**src/arsc_defs.vh**
```
// Constants for the repeat sweep converter control block.
// Assumes a single 100 MHz clock and a synchronous active-low reset.
// Notes on behaviour
// - Convert both inputs in turn, repeat untriggered
// - Conversion clock is source clock, divided by two when halving or the divided source is selected
// - Ten-bit result per sample
// - Start bit set to one begins conversion
// - Sweep done sets interrupt request flag itself
// - First input to result 0, second to 1
// - Open-circuit assist exists, software can disable
`ifndef ARSC_DEFS_VH
`define ARSC_DEFS_VH
`define ARSC_RES_W 10
`define ARSC_RES_RST 10'h000
`define ARSC_CLK_DIV 2'h2
`define ARSC_SAMPLE_TICKS 5'h0B
`define ARSC_STEP_LAST 5'h0A
`define ARSC_DIV_LAST 2'h1
`define ARSC_SEL_FIRST 2'h0
`define ARSC_SEL_SECOND 2'h1
`define ARSC_FLAG_RST 1'h0
`endif

```
**src/arsc_ctrl.v**
```verilog
// Control of a two-input converter in repeat sweep mode.
// Assumes a sampling core on the same clock that converts the input picked
// by input_select and holds its code while sample_strobe is high; all
// software controls are register bits on the same clock, so none is synchronised.
`timescale 1ns/1ps
`include "arsc_defs.vh"

module arsc_ctrl (
   // Clock and reset
   input wire clock,
   input wire rst_n,
   // Software controls
   input wire conversion_start_bit,
   input wire clk_source_undivided,
   input wire div_by_two_sel,
   input wire open_assist_en,
   input wire irq_flag_clear,
   // Analog front end
   input wire [9:0] sample_value,
   output wire [1:0] input_select,
   output wire sample_strobe,
   output reg assist_active_q,
   // Results and status
   output wire [9:0] result_register_0,
   output wire [9:0] result_register_1,
   output wire interrupt_request_flag,
   output wire converter_busy
);

   // ----------------------------------------
   // State encoding
   // ----------------------------------------
   // One-hot: idle, converting the first input, converting the second
   localparam S_IDLE = 3'h1;
   localparam S_CH0 = 3'h2;
   localparam S_CH1 = 3'h4;

   // ----------------------------------------
   // Declarations
   // ----------------------------------------
   // Conversion clock
   wire div_en;
   wire conv_tick;
   reg [1:0] div_q;
   reg [1:0] div_d;
   // Step timing
   wire cnt_last;
   wire step_done;
   reg [4:0] cnt_q;
   reg [4:0] cnt_d;
   // Sequencer
   reg [2:0] st_q;
   reg [2:0] st_d;
   // Results
   wire [1:0] step_store;
   wire [2*`ARSC_RES_W-1:0] res_flat;
   genvar gi;
   // Status
   wire flag_set;
   reg flag_q;
   reg flag_d;
   reg assist_d;

   // ----------------------------------------
   // Conversion clock enable
   // ----------------------------------------
   // The source is the system clock itself; a halved conversion clock is
   // made as a one-cycle tick every second edge, so no second clock exists
   assign div_en = div_by_two_sel || !clk_source_undivided;

   always @* begin
      div_d = div_q + 2'h1;
      if (div_q == `ARSC_DIV_LAST) begin
         div_d = 2'h0;
      end
   end

   always @(posedge clock) begin
      if (!rst_n) begin
         div_q <= 2'h0;
      end else begin
         div_q <= div_d;
      end
   end

   // Undivided source with halving off ticks on every edge
   assign conv_tick = div_en ? (div_q == 2'h0) : 1'h1;

   // ----------------------------------------
   // Step counter
   // ----------------------------------------
   // Counts conversion ticks inside one step; held at zero while idle so
   // that every step after a fresh start lasts the full count
   assign cnt_last = (cnt_q == `ARSC_STEP_LAST);
   assign step_done = conv_tick && cnt_last && (st_q != S_IDLE);

   always @* begin
      cnt_d = cnt_q;
      if (st_q == S_IDLE) begin
         cnt_d = 5'h00;
      end else if (step_done) begin
         cnt_d = 5'h00;
      end else if (conv_tick) begin
         cnt_d = cnt_q + 5'h01;
      end
   end

   always @(posedge clock) begin
      if (!rst_n) begin
         cnt_q <= 5'h00;
      end else begin
         cnt_q <= cnt_d;
      end
   end

   // ----------------------------------------
   // Sweep sequencer
   // ----------------------------------------
   // The start bit is read as a level at the end of every step: while it
   // stays high the pair repeats with no new trigger, and once it drops
   // the step in hand is still finished and stored before going idle
   always @* begin
      st_d = st_q;
      case (st_q)
         S_IDLE: begin
            if (conversion_start_bit) begin
               st_d = S_CH0;
            end
         end
         S_CH0: begin
            if (step_done) begin
               st_d = conversion_start_bit ? S_CH1 : S_IDLE;
            end
         end
         S_CH1: begin
            if (step_done) begin
               st_d = conversion_start_bit ? S_CH0 : S_IDLE;
            end
         end
         default: begin
            st_d = S_IDLE;
         end
      endcase
   end

   always @(posedge clock) begin
      if (!rst_n) begin
         st_q <= S_IDLE;
      end else begin
         st_q <= st_d;
      end
   end

   // ----------------------------------------
   // Front end handshake
   // ----------------------------------------
   // Select follows the state; the strobe marks the last tick of a step
   assign input_select = (st_q == S_CH1) ? `ARSC_SEL_SECOND : `ARSC_SEL_FIRST;
   assign sample_strobe = step_done;
   assign converter_busy = (st_q != S_IDLE);
   assign step_store = {step_done && (st_q == S_CH1), step_done && (st_q == S_CH0)};

   // ----------------------------------------
   // Result registers
   // ----------------------------------------
   // One register per input; each is overwritten on every pass and keeps
   // its last code once the sweep stops, so a late handler still reads a pair
   generate
      for (gi = 0; gi < 2; gi = gi + 1) begin : g_res
         reg [`ARSC_RES_W-1:0] res_q;
         always @(posedge clock) begin
            if (!rst_n) begin
               res_q <= `ARSC_RES_RST;
            end else if (step_store[gi]) begin
               res_q <= sample_value;
            end
         end
         assign res_flat[gi*`ARSC_RES_W +: `ARSC_RES_W] = res_q;
      end
   endgenerate

   assign result_register_0 = res_flat[`ARSC_RES_W-1:0];
   assign result_register_1 = res_flat[2*`ARSC_RES_W-1:`ARSC_RES_W];

   // ----------------------------------------
   // Interrupt request flag
   // ----------------------------------------
   // Set when the second input of a sweep is stored; a clear on the same
   // edge loses, so a finished sweep is never dropped
   assign flag_set = step_store[1];

   always @* begin
      flag_d = flag_q;
      if (irq_flag_clear) begin
         flag_d = 1'h0;
      end
      if (flag_set) begin
         flag_d = 1'h1;
      end
   end

   always @(posedge clock) begin
      if (!rst_n) begin
         flag_q <= `ARSC_FLAG_RST;
      end else begin
         flag_q <= flag_d;
      end
   end

   assign interrupt_request_flag = flag_q;

   // ----------------------------------------
   // Open-circuit assist
   // ----------------------------------------
   // Active only while converting; a low enable keeps it off entirely
   always @* begin
      assist_d = open_assist_en && converter_busy;
   end

   always @(posedge clock) begin
      if (!rst_n) begin
         assist_active_q <= 1'h0;
      end else begin
         assist_active_q <= assist_d;
      end
   end

endmodule

```
**config.mk**
```make
export PLATFORM = sky130hd
export DESIGN_NAME = arsc_ctrl
export DESIGN_NICKNAME = d
export VERILOG_FILES = /design/src/arsc_ctrl.v
export VERILOG_INCLUDE_DIRS = /design/src
export SDC_FILE = /design/constraint.sdc
export NUM_CORES = 1
export LEC_CHECK = 0
export BUFFER_PORTS_ARGS = -buffer_cell sky130_fd_sc_hd__buf_2
export CORE_UTILIZATION = 49
export CTS_BUF_LIST = sky130_fd_sc_hd__clkbuf_16
export DETAILED_ROUTE_END_ITERATION = 6
export PLACE_DENSITY = 0.77
export SYNTH_ARGS = -nofsm -noshare
export SYNTH_HDL_FRONTEND = slang
export SYNTH_SLANG_ARGS = --single-unit
```
**constraint.sdc**
```tcl
create_clock -name clock -period 2.55 [get_ports clock]
set_clock_uncertainty 0.2 [all_clocks]
set_input_delay 0.3825 -clock clock [delete_from_list [all_inputs] [get_ports clock]]
set_output_delay 0.3825 -clock clock [all_outputs]
set_load 0.01 [all_outputs]
```
==> flow_summary_export.csv <==
group,metric,value,unit
global_route,track_usage,0.213,
timing,setup_viol,0,
clock_network,post_cts_resized,0,
detailed_routing,viasPerCell,5.24,
cells_and_area,fin_area,1740,sq um
logic_synthesis,syn-instance-count,146,
logic_synthesis,synth.avg_cell_area,9.35,sq um
detailed_routing,drc,0,
clock_network,ctsHoldBuffers,0,
logic_synthesis,syn_area,1370,sq um
timing,maxSlewHeadroom,0.595,
logic_synthesis,yosys.area.top_type,"dfxtp_1",
run_status,status,"finished clean",
clock_network,worstSkewPairLatency,0.28,ns
timing,drv_slew,0,
logic_synthesis,synth-compound-area-share,0.0669,
logic_synthesis,netlist_top_cells_area,"dfxtp_1, mux2i_1, nand2_1",
logic_synthesis,ys_warn_count,0,
detailed_routing,wl_met3,152,um
cells_and_area,drive_above_1_share,0.270,
logic_synthesis,synth_cell_type_count,33,
detailed_routing,wl_met1,1280,um
floorplanning,rows,18,
pwr,p_leak,0.938,nW
timing,grt_setup_unrepaired,"no",
floorplanning,io_pins,43,
global_route,grt_max_degree,39,
logic_synthesis,synth-simple-area-share,0.207,
detailed_routing,postRouteAntennaNets,0,
pwr,power.total,1.26,mW
detailed_routing,routed_wl,2900,um
floorplanning,die_area,3000,sq um
worst_hold_path,holdCritPathClass,"input pin to flip-flop",
cells_and_area,fin_nets,209,
logic_synthesis,syn-num-nets,167,
cells_and_area,final_core_util,0.684,
timing,tns,0,ns
logic_synthesis,synth.area.mux_share,0.169,
clock_network,clk_pin_slew_worst_paths,0.05,ns
clock_network,cts-buffers-inserted,5,
detailed_routing,drt-pass1-iter-count,4,
pwr,power_density,725,nW/um^2
worst_hold_path,min_path_cells,2,
cells_and_area,antenna_cells,0,
setup_path,cp-start-kind,"flip-flop",
floorplanning,core_area,2540,sq um
detailed_routing,wl_met2,1430,um
clock_network,cts_tree,"done",
clock_network,cts_sinks,32,
clock_network,postCtsSetupBuffers,0,
setup_path,crit_type,"flip-flop to flip-flop",
logic_synthesis,synth_fa_ha_area_frac,0.0367,
timing,max_slew.worst_pin.slew,0.607,ns
detailed_routing,highest_layer,"met4",
placed_design,dp_hpwl,2000,um
logic_synthesis,synthXorXnorAreaFrac,0.00642,
placed_design,place_area,1580,sq um
cells_and_area,area_growth,27.5,%
clock_network,cts-root-buf,"clkbuf_16",
global_route,overflow,0,
timing,hold_viol,0,
global_route,antenna_found_initial,0,
setup_path,cp_max_fo,10,
timing,fmax,474,MHz
logic_synthesis,synthArstFlopShare,0,
floorplanning,fp.dieW,54.8,um
placed_design,portBuffers,41,
global_route,grt_pass1_wl,4320,um
pwr,ir_drop,564,uV
clock_network,cts_buffer_depth,2,
detailed_routing,drt_iter0_drc,17,
logic_synthesis,seq_area_frac_synth,0.469,
setup_path,cp_data_arrival_time,2.04,ns
clock_network,cts_max_level,2,
global_route,first_global_vias,1031,
placed_design,gp_congestion,0.804,
detailed_routing,vias,1148,
detailed_routing,avgRoutedWirePerCell,13.2,um
logic_synthesis,ys.flop_type,"dfxtp_1",
floorplanning,die_h,54.8,um
logic_synthesis,synth_edf_count,0,
logic_synthesis,synth_top_family_by_area,"simple AND/OR/NAND/NOR gates",
setup_path,cp.required,2.49,ns
floorplanning,initial_core_util,0.536,
logic_synthesis,ys_ff_latch,32,
timing,fin_crit_sh,0.827,
flow_run,cap_violations,0,
timing,finalCriticalPeriod,2.11,ns
setup_path,crit_path_end_kind,"flip-flop",
logic_synthesis,synth_top_area_share,0.469,
setup_path,reg2reg_depth,5,
==> synth_stat cells, types with 2 or more instances <==
library cell,instances
a21oi_1,3
clkbuf_1,4
dfxtp_1,32
ha_1,4
inv_1,5
mux2i_1,23
nand2_1,32
nand2b_1,4
nor2_1,10
nor2b_1,3
o21ai_0,2
or3_1,3
==> through the flow <==
step                      instances  hold WS [ns]  setup WS (ns)
after global routing            219         0.144          0.345
final                           219         0.134          0.442
after floorplan                 146         0.225          0.755
after global placement          211         0.232          0.531
after detailed placement        211         0.251          0.476
after CTS                       219         0.139          0.426
==> metal layers <==
metal / vias up / track usage
met5: - / 0
met2: 29 / 0.363
met1: 546 / 0.236
li1: 568 / -
met3: 5 / 0.0750
met4: 0 / 0.0897
==> sequential cells by signal (all words and copies together) (netlist names) <==
name	cells
result_register_0	10
result_register_1	10
cnt_q	5
st_q	3
div_q	2
assist_active_q	1
interrupt_request_flag	1
==> area by class of cell <==
cell class / instances / area [sq um]
Tap cell: 30 / 37.5
Multi-Input combinational cell: 102 / 667
Sequential cell: 32 / 641
Clock inverter: 3 / 38.8
Inverter: 5 / 18.8
Clock buffer: 5 / 125
Fill cell: 219 / 805
Timing Repair Buffer: 42 / 213
==> critical path, stage by stage, from the launching register on <==
cell	delay, ns
dfxtp_1	0.38
ha_1	0.18
and4bb_4	0.26
o21ai_2	0.11
or3_1	0.62
mux2i_1	0.21
==> where the power goes <==
part	internal [mW]	total (mW)	leakage, nW	switching [mW]
Clock	0.454	0.662	0.0850	0.207
Sequential	0.511	0.518	0.259	0.00704
Combinational	0.0339	0.0817	0.594	0.0478
Total	0.999	1.26	0.938	0.262
==> cells by family after synthesis <==
logic type	Yosys count
simple gates	60
xor+xnor	1
compound gates	13
other cells	1
fa+ha+maj	4
buf+inv	12
mux	23
flops	32
==> final timing paths <==
kind	end	from	slack [ns]
setup / recovery	result_register_0[4]$_SDFFE_PN0P_	cnt_q[1]$_SDFFE_PP0N_	0.44
hold / removal	assist_active_q$_SDFF_PN0_	open_assist_en	0.13
setup reg to reg	result_register_0[4]$_SDFFE_PN0P_	cnt_q[1]$_SDFFE_PP0N_	0.44
hold reg to reg	div_q[0]$_SDFF_PP0_	div_q[0]$_SDFF_PP0_	0.25
==> layout by cell type, fill, tap and decap left out, types with 2 or more instances in the layout <==
cell,synthesis,routed
mux2i_1,23,23
nand2b_1,4,4
a21oi_1,3,3
o21ai_0,2,2
ha_1,4,4
inv_1,5,6
or3_1,3,3
buf_2,1,41
clkbuf_16,0,5
nor2b_1,3,3
dfxtp_1,32,32
nor2_1,10,10
nand2_1,32,32
No activity file was read; power rests on OpenSTA's default activity.
